[src/hw/ssp_pkg.sv]
// Shared constants of the clock synthesizer serial programmer: field layout,
// power-up values, framing pattern, register offsets of the host end and timing.
// Assumes a single 200 MHz system clock on both ends.
package ssp_pkg;

    // System clock
    localparam int CLK_PERIOD_NS = 5;

    // Synthesizer control word
    localparam int         CTRL_BITS      = 8;
    localparam int         CTRL_PROG_EN   = 0;       // Program word register enable
    localparam int         CTRL_OUT_DIS   = 1;       // Output tri-state
    localparam int         CTRL_MUX_REF   = 2;       // Output mux selects reference
    localparam logic [7:0] CTRL_RESET     = 8'h04;   // Power-up control value
    localparam int         PROTO_BITS     = 6;
    localparam logic [5:0] PROTO_FIELD    = 6'h1E;   // 011110, same read either way
    localparam int         CTRL_XFER_BITS = 14;

    // Programming word layout
    localparam int          WORD_BITS   = 22;
    localparam int          P_LSB       = 15;
    localparam int          P_BITS      = 7;
    localparam int          DUTY_BIT    = 14;
    localparam int          M_LSB       = 11;
    localparam int          M_BITS      = 3;
    localparam int          Q_LSB       = 4;
    localparam int          Q_BITS      = 7;
    localparam int          IDX_LSB     = 0;
    localparam int          IDX_BITS    = 4;
    localparam int          STUFF_RUN   = 3;         // Ones before a stuffed zero
    localparam logic [21:0] WORD_RESET  = 22'h000000;
    localparam logic [8:0]  P_OFFSET    = 9'h003;
    localparam logic [7:0]  Q_OFFSET    = 8'h02;
    localparam int          REF_FREQ_HZ = 14318180;  // Reference oscillator

    // Host register word (frequency/gain register)
    localparam int         HW_DATA_BITS = 27;
    localparam int         HW_LEN_LSB   = 27;
    localparam logic [2:0] HW_LEN_CTRL  = 3'h7;      // All set marks a control word
    localparam int         HW_DEST_LSB  = 30;
    localparam logic [1:0] DEST_NONE    = 2'h0;
    localparam logic [1:0] DEST_SAMPLE  = 2'h1;      // Sampling clock oscillator
    localparam logic [1:0] DEST_STROBE  = 2'h2;      // Data-port strobe oscillator

    // Host Wishbone register map
    localparam logic [3:0] REG_WORD   = 4'h0;
    localparam logic [3:0] REG_STATUS = 4'h4;
    localparam int         ST_BUSY    = 0;
    localparam int         ST_SETTLE  = 1;
    localparam int         ST_REFUSED = 2;

    // Link timing
    localparam int SCLK_HALF_NS  = 50;
    localparam int SCLK_HALF_CYC = (SCLK_HALF_NS + CLK_PERIOD_NS - 1) / CLK_PERIOD_NS;
    localparam int SETTLE_MS     = 10;
    localparam int SETTLE_CYC    = (SETTLE_MS * 1000000 + CLK_PERIOD_NS - 1) / CLK_PERIOD_NS;

endpackage : ssp_pkg

[src/hw/ssp_link_if.sv]
// Serial link between board host logic and the clock synthesizer.
// Assumes the host end drives every signal; the synth end only listens.
`timescale 1ns/100ps
`default_nettype none
interface ssp_link_if;
    logic       sclk;   // Serial clock made by the host divider
    logic       sdata;  // Serial data, changes while sclk is low
    logic [1:0] dest;   // Target oscillator, nonzero only during a transfer

    modport host  (output sclk, output sdata, output dest);
    modport synth (input sclk, input sdata, input dest);
endinterface : ssp_link_if
`default_nettype wire

[src/hw/ssp_synth_end.sv]
// Clock synthesizer end: serial receiver, control register, programming word
// register with bit destuffing, and the frequency settings it presents.
// Assumes the link pins come from outside this clock domain and are synchronised.
//
// Notes on behaviour
// - Control bit 1 tri-states the output.
// - Control bit 2 routes reference, else VCO.
// - Control transfer: 8 bits up, then protocol.
// - Power-up output is the reference frequency.
// - Sender stuffs zero after three ones.
// - Ones run carries across field boundaries.
// - Word fields P, D, M, Q, Index.
// - VCO is 2 times ref times (P+3)/(Q+2).
// - Output is VCO divided by two^M.
// - Host keeps VCO within 50 to 150 MHz.
// - Host picks Index by VCO range.
// - Clearing enable commits, reference stays out.
// - Host waits 10 ms before switching over.
// - Clearing mux bit switches output at once.
// - Register bits 31:30 pick target oscillator.
// - Protocol 011110; four ones nowhere else.
// - Register shifted out least significant first.
// - Length bits beyond 22; all set for control.
// - Control bit 0 lets word register accept.
`timescale 1ns/100ps
`default_nettype none
module ssp_synth_end
    import ssp_pkg::*;
#(
    parameter logic [1:0] DEST_ID = DEST_SAMPLE   // Which oscillator this end is
) (
    input  wire logic           clk_sys,
    input  wire logic           reset_n,
    ssp_link_if.synth           link,
    output logic                out_oe_n,       // Low while the output drives
    output logic                out_sel_ref,    // High while reference is routed out
    output logic [7:0]          ctrl_word,      // Control register contents
    output logic                word_loaded,    // A full word waits for commit
    output logic [P_BITS-1:0]   prog_p,
    output logic [Q_BITS-1:0]   prog_q,
    output logic [M_BITS-1:0]   prog_m,
    output logic [IDX_BITS-1:0] prog_index,
    output logic [8:0]          vco_mult,       // 2*(P+3), times reference
    output logic [7:0]          vco_div,        // Q+2, divides reference product
    output logic [7:0]          out_div         // 2^M after the VCO
);

    // Two-stage synchronisers; the third stage only serves the edge detector
    logic       sclk_s1_q;
    logic       sclk_s2_q;
    logic       sclk_s3_q;
    logic       sdata_s1_q;
    logic       sdata_s2_q;
    logic [1:0] dest_s1_q;
    logic [1:0] dest_s2_q;

    // Receiver state
    logic [CTRL_XFER_BITS-1:0] hist_q;
    logic [CTRL_XFER_BITS-1:0] hist_d;
    logic [1:0]                ones_q;
    logic [WORD_BITS-1:0]      word_sh_q;
    logic [4:0]                word_cnt_q;
    logic [7:0]                ctrl_q;
    logic [WORD_BITS-1:0]      active_q;

    // Decoded strobes
    logic bit_stb;
    logic ctrl_hit;
    logic stuff_bit;
    logic word_full;
    logic take_bit;
    logic commit;

    // Link pins cross into the system clock domain
    always_ff @(posedge clk_sys) begin
        if (!reset_n) begin
            sclk_s1_q  <= 1'b0;
            sclk_s2_q  <= 1'b0;
            sclk_s3_q  <= 1'b0;
            sdata_s1_q <= 1'b0;
            sdata_s2_q <= 1'b0;
            dest_s1_q  <= DEST_NONE;
            dest_s2_q  <= DEST_NONE;
        end else begin
            sclk_s1_q  <= link.sclk;
            sclk_s2_q  <= sclk_s1_q;
            sclk_s3_q  <= sclk_s2_q;
            sdata_s1_q <= link.sdata;
            sdata_s2_q <= sdata_s1_q;
            dest_s1_q  <= link.dest;
            dest_s2_q  <= dest_s1_q;
        end
    end

    // A bit is taken on each rising serial clock aimed at this oscillator
    assign bit_stb = sclk_s2_q & ~sclk_s3_q & (dest_s2_q == DEST_ID);

    // Newest bit enters at the top, so after 14 bits the control byte sits low
    assign hist_d = {sdata_s2_q, hist_q[CTRL_XFER_BITS-1:1]};

    // The protocol field is the only place four ones may stand together,
    // so its pattern in the last six bits marks a control transfer
    assign ctrl_hit = bit_stb
                    & (hist_d[CTRL_XFER_BITS-1:CTRL_BITS] == PROTO_FIELD);

    // A bit after three ones is a stuffed zero and carries no data
    assign stuff_bit = (ones_q == 2'(STUFF_RUN));
    assign word_full = (word_cnt_q == 5'(WORD_BITS));

    // Data bits reach the word register only while enabled and not yet full
    assign take_bit = bit_stb & ~ctrl_hit & ~stuff_bit & ~word_full
                    & ctrl_q[CTRL_PROG_EN];

    // Enable falling with a complete word commits it
    assign commit = ctrl_hit & ctrl_q[CTRL_PROG_EN]
                  & ~hist_d[CTRL_PROG_EN] & word_full;

    // History of raw serial bits for framing
    always_ff @(posedge clk_sys) begin
        if (!reset_n) begin
            hist_q <= '0;
        end else if (bit_stb) begin
            hist_q <= hist_d;
        end
    end

    // Run of ones on the raw stream; it never restarts at a field boundary
    // because the sender counts the same way across fields
    always_ff @(posedge clk_sys) begin
        if (!reset_n) begin
            ones_q <= 2'h0;
        end else if (ctrl_hit) begin
            ones_q <= 2'h0;
        end else if (bit_stb) begin
            if (stuff_bit || !sdata_s2_q) begin
                ones_q <= 2'h0;
            end else begin
                ones_q <= ones_q + 2'h1;
            end
        end
    end

    // Destuffed word assembly, least significant bit first
    always_ff @(posedge clk_sys) begin
        if (!reset_n) begin
            word_sh_q  <= WORD_RESET;
            word_cnt_q <= 5'h00;
        end else if (ctrl_hit) begin
            // A new control word always opens a fresh word load
            word_cnt_q <= 5'h00;
        end else if (take_bit) begin
            word_sh_q  <= {sdata_s2_q, word_sh_q[WORD_BITS-1:1]};
            word_cnt_q <= word_cnt_q + 5'h01;
        end
    end

    // Control register; reserved bits are kept but steer nothing
    always_ff @(posedge clk_sys) begin
        if (!reset_n) begin
            ctrl_q <= CTRL_RESET;
        end else if (ctrl_hit) begin
            ctrl_q <= hist_d[CTRL_BITS-1:0];
        end
    end

    // Committed programming word; load alone never disturbs the VCO
    always_ff @(posedge clk_sys) begin
        if (!reset_n) begin
            active_q <= WORD_RESET;
        end else if (commit) begin
            active_q <= word_sh_q;
        end
    end

    // Output path follows the control register at once
    always_ff @(posedge clk_sys) begin
        if (!reset_n) begin
            out_oe_n    <= 1'b0;
            out_sel_ref <= 1'b1;
            ctrl_word   <= CTRL_RESET;
        end else begin
            out_oe_n    <= ctrl_q[CTRL_OUT_DIS];
            out_sel_ref <= ctrl_q[CTRL_MUX_REF];
            ctrl_word   <= ctrl_q;
        end
    end

    // Word fields and frequency ratios; the duty bit is ignored, being zero
    always_ff @(posedge clk_sys) begin
        if (!reset_n) begin
            prog_p      <= '0;
            prog_q      <= '0;
            prog_m      <= '0;
            prog_index  <= '0;
            vco_mult    <= 9'h000;
            vco_div     <= 8'h00;
            out_div     <= 8'h01;
            word_loaded <= 1'b0;
        end else begin
            prog_p      <= active_q[P_LSB +: P_BITS];
            prog_q      <= active_q[Q_LSB +: Q_BITS];
            prog_m      <= active_q[M_LSB +: M_BITS];
            prog_index  <= active_q[IDX_LSB +: IDX_BITS];
            // Product stays within nine bits: (127+3)*2 = 260
            vco_mult    <= 9'(({2'b00, active_q[P_LSB +: P_BITS]} + P_OFFSET) << 1);
            vco_div     <= {1'b0, active_q[Q_LSB +: Q_BITS]} + Q_OFFSET;
            out_div     <= 8'(8'h01 << active_q[M_LSB +: M_BITS]);
            word_loaded <= word_full;
        end
    end

endmodule : ssp_synth_end
`default_nettype wire

[src/flat_wrapper.sv]
// flat-port wrapper written by rule: the top's interface ports become plain ports
module ssp_synth_end_flat import ssp_pkg::*;
#(
    parameter logic [1:0] DEST_ID = DEST_SAMPLE                                  
)
  (clk_sys, reset_n, out_oe_n, out_sel_ref, ctrl_word, word_loaded, prog_p, prog_q, prog_m, prog_index, vco_mult, vco_div, out_div, link_sclk, link_sdata, link_dest);
  ssp_link_if link_i ();
  input  wire logic clk_sys;
  input  wire logic reset_n;
  output logic out_oe_n;
  output logic out_sel_ref;
  output logic [7:0] ctrl_word;
  output logic word_loaded;
  output logic [P_BITS-1:0] prog_p;
  output logic [Q_BITS-1:0] prog_q;
  output logic [M_BITS-1:0] prog_m;
  output logic [IDX_BITS-1:0] prog_index;
  output logic [8:0] vco_mult;
  output logic [7:0] vco_div;
  output logic [7:0] out_div;
  input wire logic [$bits(link_i.sclk)-1:0] link_sclk;
  input wire logic [$bits(link_i.sdata)-1:0] link_sdata;
  input wire logic [$bits(link_i.dest)-1:0] link_dest;
  assign link_i.sclk = link_sclk;
  assign link_i.sdata = link_sdata;
  assign link_i.dest = link_dest;
  ssp_synth_end #(.DEST_ID(DEST_ID)) u_core (.clk_sys(clk_sys), .reset_n(reset_n), .link(link_i), .out_oe_n(out_oe_n), .out_sel_ref(out_sel_ref), .ctrl_word(ctrl_word), .word_loaded(word_loaded), .prog_p(prog_p), .prog_q(prog_q), .prog_m(prog_m), .prog_index(prog_index), .vco_mult(vco_mult), .vco_div(vco_div), .out_div(out_div));
endmodule
[config.mk]
export PLATFORM = sky130hd
export DESIGN_NAME = ssp_synth_end_flat
export DESIGN_NICKNAME = d
export VERILOG_FILES = /design/src/hw/ssp_pkg.sv /design/src/hw/ssp_link_if.sv /design/src/hw/ssp_synth_end.sv /design/src/flat_wrapper.sv
export SDC_FILE = /design/constraint.sdc
export NUM_CORES = 1
export LEC_CHECK = 0
export ABC_AREA = 1
export BUFFER_PORTS_ARGS = -buffer_cell sky130_fd_sc_hd__buf_2
export CORE_UTILIZATION = 35
export CTS_BUF_LIST = sky130_fd_sc_hd__clkbuf_8
export CTS_CLUSTER_SIZE = 10
export DETAILED_ROUTE_END_ITERATION = 10
export SLEW_MARGIN = 25
export SYNTH_ARGS = -nofsm -noshare
export SYNTH_HDL_FRONTEND = slang
export SYNTH_SLANG_ARGS = --single-unit
[constraint.sdc]
create_clock -name clk_sys -period 2.8 [get_ports clk_sys]
set_input_delay 0.42 -clock clk_sys [delete_from_list [all_inputs] [get_ports clk_sys]]
set_output_delay 0.42 -clock clk_sys [all_outputs]
set_load 0.1 [all_outputs]
# --- Yosys cells after proc, flatten, opt, wreduce, memory -nomap -nowiden ---
# Cells that the tools add are included.
# W data, S select, Z words.
word_totals:
  ff_bits: 139
  in_bits: 6
  out_inout_bits: 57
  wordCells: 55
classes:
  n_addsub: 4
  eq_ne: 4
  shift: 1
  mux: 1
  bitwise_logic: 16
  reduce_logical: 4
ops:
  columns: ["cell", "count"]
  rows:
  - ["$add A7 B2 Y8 const B", 2]
  - ["$and A1 B1 Y1", 10]
  - ["$shl A1 B3 Y8 const A", 1]
  - ["$eq A6 B5 Y1 const B", 1]
  - ["$not A1 Y1", 6]
  - ["$add A5 B1 Y5 const B", 1]
  - ["$eq A5 B5 Y1 const B", 1]
  - ["$add A2 B1 Y2 const B", 1]
  - ["$eq A2 B1 Y1 const B", 1]
  - ["$eq A2 B2 Y1 const B", 1]
  - ["$mux W2", 1]
  - ["$reduce_and A2 Y1", 1]
  - ["$reduce_or A2 Y1", 1]
  - ["$logic_not A1 Y1", 1]
  - ["$logic_or A1 B1 Y1", 1]

# --- Depth between registers and ports, before layout ---
# Gate-level depths: netlist (run 1).
depth:
  ltp_word: 10
  mapped_depth: 10
  ltp_nobuf: 9

# --- Worst setup path after synthesis (run 1) ---
# Ideal clock, no wire load.
synth_timing:
  path_type: "reg2out"
  from: "reg u_core.ctrl_word[1]"
  to: "out ctrl_word[1]"
  t_arrival_ps: 1356
  t_required_ps: 2380
  slack_ps: 1024
  stages_incl_launch_ff: 2
  path_buffers: 1
  path_cell_list: "dfxtp_1 > buf_4"
synth_lines:
  columns: ["element", "line", "source"]
  rows:
  - ["start: declaration", "ssp_synth_end.sv:37", "output logic [7:0] ctrl_word,"]
  - ["start signal: assignment", "ssp_synth_end.sv:184", "ctrl_word <= ctrl_q;"]
  - ["end: declaration", "flat_wrapper.sv:12", "output logic [7:0] ctrl_word;"]
# No word-level cell between the ends.

# --- Worst setup path after layout (run 1) ---
layout_timing:
  from: "reg u_core.sdata_s2_q"
  to: "reg u_core.active_q[12]"
layout_between:
  elab_chain_len: 5
layout_rtl:
  columns: ["element", "line", "source"]
  rows:
  - ["start: declaration", "ssp_synth_end.sv:53", "logic sdata_s2_q;"]
  - ["start signal: assignment", "ssp_synth_end.sv:89", "sdata_s2_q <= sdata_s1_q;"]
  - ["$eq A6 B5 Y1", "ssp_synth_end.sv:104", "& (hist_d[CTRL_XFER_BITS-1:CTRL_BITS] == PROTO_FIELD);"]
  - ["$and A1 B1 Y1", "ssp_synth_end.sv:104", null]
  - ["$and A1 B1 Y1", "ssp_synth_end.sv:115", "assign commit = ctrl_hit & ctrl_q[CTRL_PROG_EN]"]
  - ["$and A1 B1 Y1 (2 in series)", "ssp_synth_end.sv:116", "& ~hist_d[CTRL_PROG_EN] & word_full;"]
  - ["end signal: assignment", "ssp_synth_end.sv:171", "active_q <= word_sh_q;"]
  - ["end: declaration", "ssp_synth_end.sv:64", "logic [WORD_BITS-1:0] active_q;"]
# No other way between the ends.
# A chain may end at the register's enable or synchronous reset.

==> results of run 1 <==
-- stage by stage --
step | hold WS, ns | cells | worst slack, ns
after floorplan | 0.390 | 602 | 1.02
after global placement | 0.396 | 809 | 0.971
after detailed placement | 0.395 | 809 | 0.958
after CTS | 0.135 | 837 | 0.947
after global routing | 0.158 | 837 | 0.709
final | 0.163 | 837 | 0.978
-- power groups by stage --
stage / sequential (mW) / clock, mW / combinational (mW)
finish: 1.91 / 1.44 / 0.0843
global route: 1.91 / 1.59 / 0.0943
CTS: 1.91 / 1.50 / 0.0852
detailed placement: 1.95 / 0 / 0.0851
floorplan: 1.96 / 0 / 0.0550
global placement: 1.95 / 0 / 0.0843
-- final timing paths --
check	start	endpoint	slack (ns)	depth (start not counted)
setup reg to reg	u_core.sdata_s2_q	u_core.active_q[12]	0.98	9
hold reg to reg	u_core.sclk_s1_q	u_core.sclk_s2_q	0.41	2
hold / removal	link_dest[1]	u_core.dest_s1_q[1]	0.16	3
setup / recovery	u_core.sdata_s2_q	u_core.active_q[12]	0.98	9
-- final cells by class --
class,instances,area [sq um],area share (%)
repair buffers,65,335,6.05
flip-flops and latches,133,2660,48.0
multi-input cells,353,1660,30.0
well taps,176,220,3.97
inverters,82,308,5.55
clock buffers,22,303,5.46
clock inverters,6,55.1,0.993
-- cells by family after synthesis --
family	after synthesis
adders and majority gates	5
and+or+nand+nor	276
AOI/OAI and AO/OA	70
other	1
xor gates and xnor gates	1
DFF	133
buffers and inverters	116
-- critical path, delay by kind of cell (launching register included) --
family	cells	cell delay (ns)
buf+inv	2	0.40
simple gates	7	0.97
flops	1	0.35
-- registers in the layout (all words and copies together), names as in the netlist, 2 cells and up --
signal / cells
u_core.prog_m: 3
u_core.ones_q: 2
u_core.vco_mult: 8
u_core.ctrl_q: 8
u_core.word_cnt_q: 5
u_core.active_q: 21
u_core.hist_q: 13
u_core.ctrl_word: 8
u_core.prog_p: 7
u_core.prog_q: 6
u_core.word_sh_q: 22
u_core.prog_index: 4
u_core.dest_s1_q: 2
u_core.vco_div: 8
u_core.out_div: 8
u_core.dest_s2_q: 2
-- routing by layer --
metal	part of all wire [%]	track usage, %	vias to the layer above
met5	0	0	-
met4	1.5	6.17	0
met3	4.6	4.47	9
met2	45	21.6	64
met1	49	15.9	1563
li1	-	-	1966
-- layout by cell type, fill, tap and decap left out, types with 2 or more instances in the layout --
cell	n
a21oi_1	43
buf_2	61
buf_4	4
clkbuf_8	22
clkinv_2	2
dfxtp_1	133
ha_1	5
inv_1	80
inv_2	4
nand2_1	107
nand2_2	2
nand3_1	55
nand3_2	3
nand4_1	3
nor2_1	81
nor2_2	2
nor2_4	6
nor3_1	13
o21a_1	2
o21ai_0	21
o21ai_1	3
==> results_dict.tcl, run 1 <==
set metrics [dict create \
    seqPwrFrac_pct 55.5 \
    hold_viol 0 \
    cts_tree "done" \
    vias_per_cell 4.30 \
    avgSynthCellArea_sq_um 8.04 \
    synth_edf_count 0 \
    synthDistinctLibCells 29 \
    intPower_mw 2.71 \
    slew_headroom_pct 48.3 \
    setup_violations 0 \
    vias 3602 \
    cts_max_path_buffers 2 \
    clk_latency_ns 0.43 \
    synth_mux_area_share_pct 0 \
    power_leakage_nw 2.51 \
    p_switching_mw 0.725 \
    sw_frac_of_total_pct 21.1 \
    cp_cell_sequence "inv_2 > nand2_1 > nor2_4 > nand2_2 > nor2_2 > buf_4 > nand3_1 > nand2_1 > nor2_1" \
    synth_area_leaders "dfxtp_1 (55%), nand2_1 (8.3%), nor2_1 (6.3%)" \
    grtUsageTotal_pct 13.3 \
    finalInstanceArea_sq_um 5550 \
    synth_flop_cell "dfxtp_1" \
    numPortBuffers 61 \
    required_ns 3.13 \
    drive_gt1_share_pct 16.8 \
    numCtsBuffers 17 \
    diodes 0 \
    post-dp-hpwl_mm 5.47 \
    holdBufCountCts 0 \
    worst_pin_slew_ns 0.776 \
    firstDrtPassIters 4 \
    yosysSeqAreaShare_pct 55.0 \
    die_x_um 120 \
    rows 42 \
    ios 63 \
    tns_ns 0 \
    synthXorXnorAreaFrac_pct 0.181 \
    antenna_found_initial 0 \
    ant_nets 0 \
    cts_sinks 133 \
    synthSimpleGateAreaFrac_pct 25.4 \
    path_class "reg2reg" \
    first_global_vias 3445 \
    wl_per_cell_um 10.1 \
    synth_compound_area_share_pct 7.37 \
    cts_resized 0 \
    ys_async_sr_fraction_pct 0 \
    synth.cell_area_sq_um 4840 \
    drv_slew 0 \
    rsz0062_at_grt "no" \
    critical_path.endpoint_type "flop" \
    overflow 0 \
    remaining_drc_errors 0 \
    synthToLayoutAreaGrowth_pct 14.6 \
    clockPowerShare_pct 42.1 \
    combPwrFrac_pct 2.5 \
    timing.fmax_ghz 0.549 \
    max-vdd-ir-drop_mv 0.408 \
    die-area_sq_um 14300 \
    cp_slowest_cell "nand2_2" \
    num-fill-cells 1389 \
    start_util_pct 36.3 \
    ys_ff_latch 133 \
    grt_first_pass_wirelength_mm 15.2 \
    nNetsFinal 663 \
    crit_arrival_ns 2.15 \
    drt_iter0_drc 247 \
    clk_pin_slew_ns 0.07 \
    cts_setup_buffers 0 \
    fin_total_pwr_mw 3.44 \
    synthTopCellsByCount "dfxtp_1 (133), nand2_1 (107), nor2_1 (81)" \
    postSynthCellCount 602 \
    gp_congestion 0.750 \
    power_density_nw_per_um2 620 \
    core-area_sq_um 13300 \
    fin_crit_ns 1.82 \
    cp_common_cell "nand2_1" \
    die_h_um 120 \
    placed_area_sq_um 5190 \
    post-route-period-util_pct 65.1 \
    yosysMostFrequentCell "dfxtp_1" \
    hp-class "in2reg" \
    finalClockSkew_ns 0.00794 \
    drv_cap 0 \
    fin_util_pct 41.5 \
    grt_max_degree 88 \
    ys_warn_count 0 \
    max_stage_delay_ns 0.36 \
    synth_top_cell_area_share_pct 55.0 \
    synth_top_cell_by_area "dfxtp_1" \
    cts_root_buffer "clkbuf_8" \
    wl_mm 8.49 \
    critPathLaunchType "flop" \
    status "finished clean" \
    synth_top_family_by_area "simple AND/OR/NAND/NOR gates" \
    synthesis.nets 613 \
    synth_fa_ha_area_share_pct 1.29 \
    htreeDepth 4 \
    path_max_fanout 32 \
]
Power figures use the tool's default switching activity.
==> inputs of run 2 (changes only) <==
--- a/config.mk
+++ b/config.mk
@@ -5,7 +5,7 @@
 export SDC_FILE = /design/constraint.sdc
 export NUM_CORES = 1
 export LEC_CHECK = 0
-export ABC_AREA = 1
+export ABC_AREA = 0
 export BUFFER_PORTS_ARGS = -buffer_cell sky130_fd_sc_hd__buf_2
 export CORE_UTILIZATION = 35
 export CTS_BUF_LIST = sky130_fd_sc_hd__clkbuf_8
==> constraint.sdc (replaced) <==
create_clock -name clk_sys -period 1.7 [get_ports clk_sys]
set_input_delay 0.255 -clock clk_sys [delete_from_list [all_inputs] [get_ports clk_sys]]
set_output_delay 0.255 -clock clk_sys [all_outputs]
set_load 0.1 [all_outputs]
==> run 2 against run 1 <==
Compared with the run above: fmax increased by 8.8%; first-iteration DRC count is 60% lower; combinational power increased by 33%; critical path depth is 2 lower; count of clock-buffer cells in the layout shrank 4; synthesized cell count fell by 27%; die area fell by 5.9%; sequential power grew 64%; final cell count down 16%; flip-flop and latch count stayed put; register-to-register slack worse by 0.95 ns; clock skew grew 0.0011 ns; critical path type unchanged.
==> results_dict.tcl, run 2 <==
set metrics [dict create \
    vias 3084 \
    drt_iter0_drc 99 \
    synthesis.nets 452 \
    num-fill-cells 1224 \
    largest_reg_flops 22 \
    synth_area_leaders "dfxtp_1 (59%), mux2i_1 (9.2%), nand2_1 (6.9%)" \
    tns_ns 0 \
    synth_edf_count 0 \
    ys_async_sr_fraction_pct 0 \
    holdPathEnd "u_core.dest_s1_q[0]" \
    drv_cap 0 \
    top_register "u_core.word_sh_q" \
    final_cell_mix "dfxtp_1 (131), nand2_1 (84), buf_2 (61), mux2i_1 (42), inv_1 (26)" \
    ios 63 \
    synthDistinctLibCells 38 \
    synth_top_cell_by_area "dfxtp_1" \
    post-dp-hpwl_mm 5.09 \
    critPathLaunch "u_core.word_cnt_q[0]" \
    core-area_sq_um 12600 \
    yosysMostFrequentCell "dfxtp_1" \
    wl_mm 7.93 \
    setup_violations 0 \
    clk_latency_ns 0.43 \
    numPortBuffers 61 \
    yosysSeqAreaShare_pct 58.5 \
    finalClockSkew_ns 0.00909 \
    synth_top_cell_area_share_pct 58.5 \
    ys_warn_count 0 \
    synth_flop_cell "dfxtp_1" \
    holdWs_ns 0.0301 \
    hp-start "link_dest[0]" \
    worst_r2r_path_depth 7 \
    ant_nets 0 \
    vias_per_cell 4.39 \
    remaining_drc_errors 0 \
    crit_arrival_ns 2.05 \
    postSynthCellCount 441 \
    layout_commonest_cell "dfxtp_1" \
    die-area_sq_um 13500 \
    htreeDepth 4 \
    fin_crit_ns 1.67 \
    cts_sinks 133 \
    hold_viol 0 \
    fin_util_pct 44.9 \
    r2r_slack_ns 0.03 \
    hold_path_depth 2 \
    required_ns 2.07 \
    grtUsageTotal_pct 12.3 \
    gp_congestion 0.742 \
    first_global_vias 2868 \
    multi_input_area_sq_um 1680 \
    cts_tree "done" \
    max-vdd-ir-drop_mv 0.390 \
    clk_pin_slew_ns 0.07 \
    path_max_fanout 8 \
    grt_first_pass_wirelength_mm 12.7 \
    cts_max_path_buffers 2 \
    status "finished clean" \
    path_class "reg2reg" \
    critical_path.endpoint_type "flop" \
    regArea_sq_um 2670 \
    synthTopCellsByCount "dfxtp_1 (133), nand2_1 (84), mux2i_1 (42)" \
    power_density_nw_per_um2 1070 \
    antenna_found_initial 0 \
    critPathLaunchType "flop" \
    grt_max_degree 61 \
    cp_slowest_cell "or4_4" \
    worst_slack_ns 0.0256 \
    firstDrtPassIters 4 \
    synth.cell_area_sq_um 4550 \
    ys_ff_latch 133 \
    synthToLayoutAreaGrowth_pct 24.6 \
    rows 41 \
    overflow 0 \
    avgSynthCellArea_sq_um 10.3 \
    timing.rr.end "u_core.word_cnt_q[4]" \
    post-route-period-util_pct 98.5 \
    dp_slack_ns 0.00752 \
    diodes 0 \
    max_stage_delay_ns 0.52 \
    r2r-start "u_core.word_cnt_q[0]" \
    numCtsBuffers 17 \
    die_h_um 116 \
    timing.fmax_ghz 0.597 \
    cts_root_buffer "clkbuf_8" \
    wl_per_cell_um 11.3 \
    top_regs "u_core.word_sh_q: 22 flops, u_core.active_q: 21 flops, u_core.hist_q: 13 flops" \
    power_leakage_nw 2.41 \
    nNetsFinal 529 \
    drv_slew 0 \
    cp_cell_sequence "inv_1 > ha_2 > nand4b_1 > buf_4 > nand4b_4 > or4_4 > a21oi_2" \
    drive_gt1_share_pct 23.6 \
    die_x_um 116 \
    hp-class "in2reg" \
    start_util_pct 36.0 \
]
## run 2: changes by cell type in the layout (fill, tap and decap cells not counted), moves of 15 or more
cell	previous run	this run
a21oi_1	43	6
a21boi_0	0	23
inv_1	80	26
nand3_1	55	15
o21ai_0	21	6
and2_1	0	24
mux2i_1	0	42
nand2_1	107	84
nor2_1	81	7
## run 2: critical path, delay by kind of cell, from the launching register on
| kind | cells | cell delay (ns) |
|---|---|---|
| buf+inv | 2 | 0.19 |
| fa+ha+maj | 1 | 0.17 |
| flops | 1 | 0.33 |
| compound gates | 1 | 0.14 |
| simple gates | 3 | 0.79 |
## run 2: power by group
part	internal, mW	switching [mW]	total, mW
logic	0.0319	0.0802	0.112
clock network	1.62	1.18	2.80
registers	3.13	0.00455	3.13
total	4.78	1.26	6.04
## run 2: cells by family after synthesis
logic type,Yosys count,share of synthesized area [%]
adder cells (fa/ha/maj),5,1.38
flip-flops,133,58.5
XOR/XNOR,6,1.16
buffers and inverters,51,5.25
AO/OA/AOI/OAI,42,6.24
AND/OR/NAND/NOR,161,18.1
other,1,0.0825
multiplexers,42,9.24
## run 2: worst max-delay path by stage
stage                                      end  slack, ns
after floorplan           u_core.word_sh_q[10]       0.05
after global placement     u_core.active_q[13]       0.07
after detailed placement  u_core.word_cnt_q[4]      0.008
after CTS                  u_core.active_q[10]      0.009
after global routing      u_core.word_cnt_q[4]      -0.02
final                     u_core.word_cnt_q[4]       0.03
## run 2: timing repair
action	4_1_cts	5_1_grt
endpoints found under the hold margin	1	0
hold buffers	1	0
resized for setup	1	10
endpoints found under the setup margin	1	28
pin swaps	0	2
cloned	0	3
setup buffers	0	5
## run 2: metrics by stage
stage | instance area (sq um) | power, mW | std cells
finish | 5670 | 6.04 | 702
global route | 5670 | 6.27 | 702
CTS | 5530 | 6.12 | 694
detailed placement | 5080 | 3.32 | 662
global placement | 5080 | 3.31 | 662
floorplan | 4550 | 3.29 | 441
## run 2: routing by layer
layer / up-vias / wire, um / GRT usage (%)
met5: - / 0 / 0
met4: 0 / 183 / 7.44
met3: 13 / 299 / 4.18
met2: 68 / 3560 / 19.2
met1: 1397 / 3890 / 14.7
li1: 1606 / - / -
## run 2: area by class of cell
cell class              instances  share of cell area, %
clock inverters                13                   3.25
clock buffers                  18                   4.37
repair buffers                 84                   10.2
multi-input cells             257                   29.7
well taps                     172                   3.80
inverters                      25                   1.66
flip-flops and latches        133                   47.0
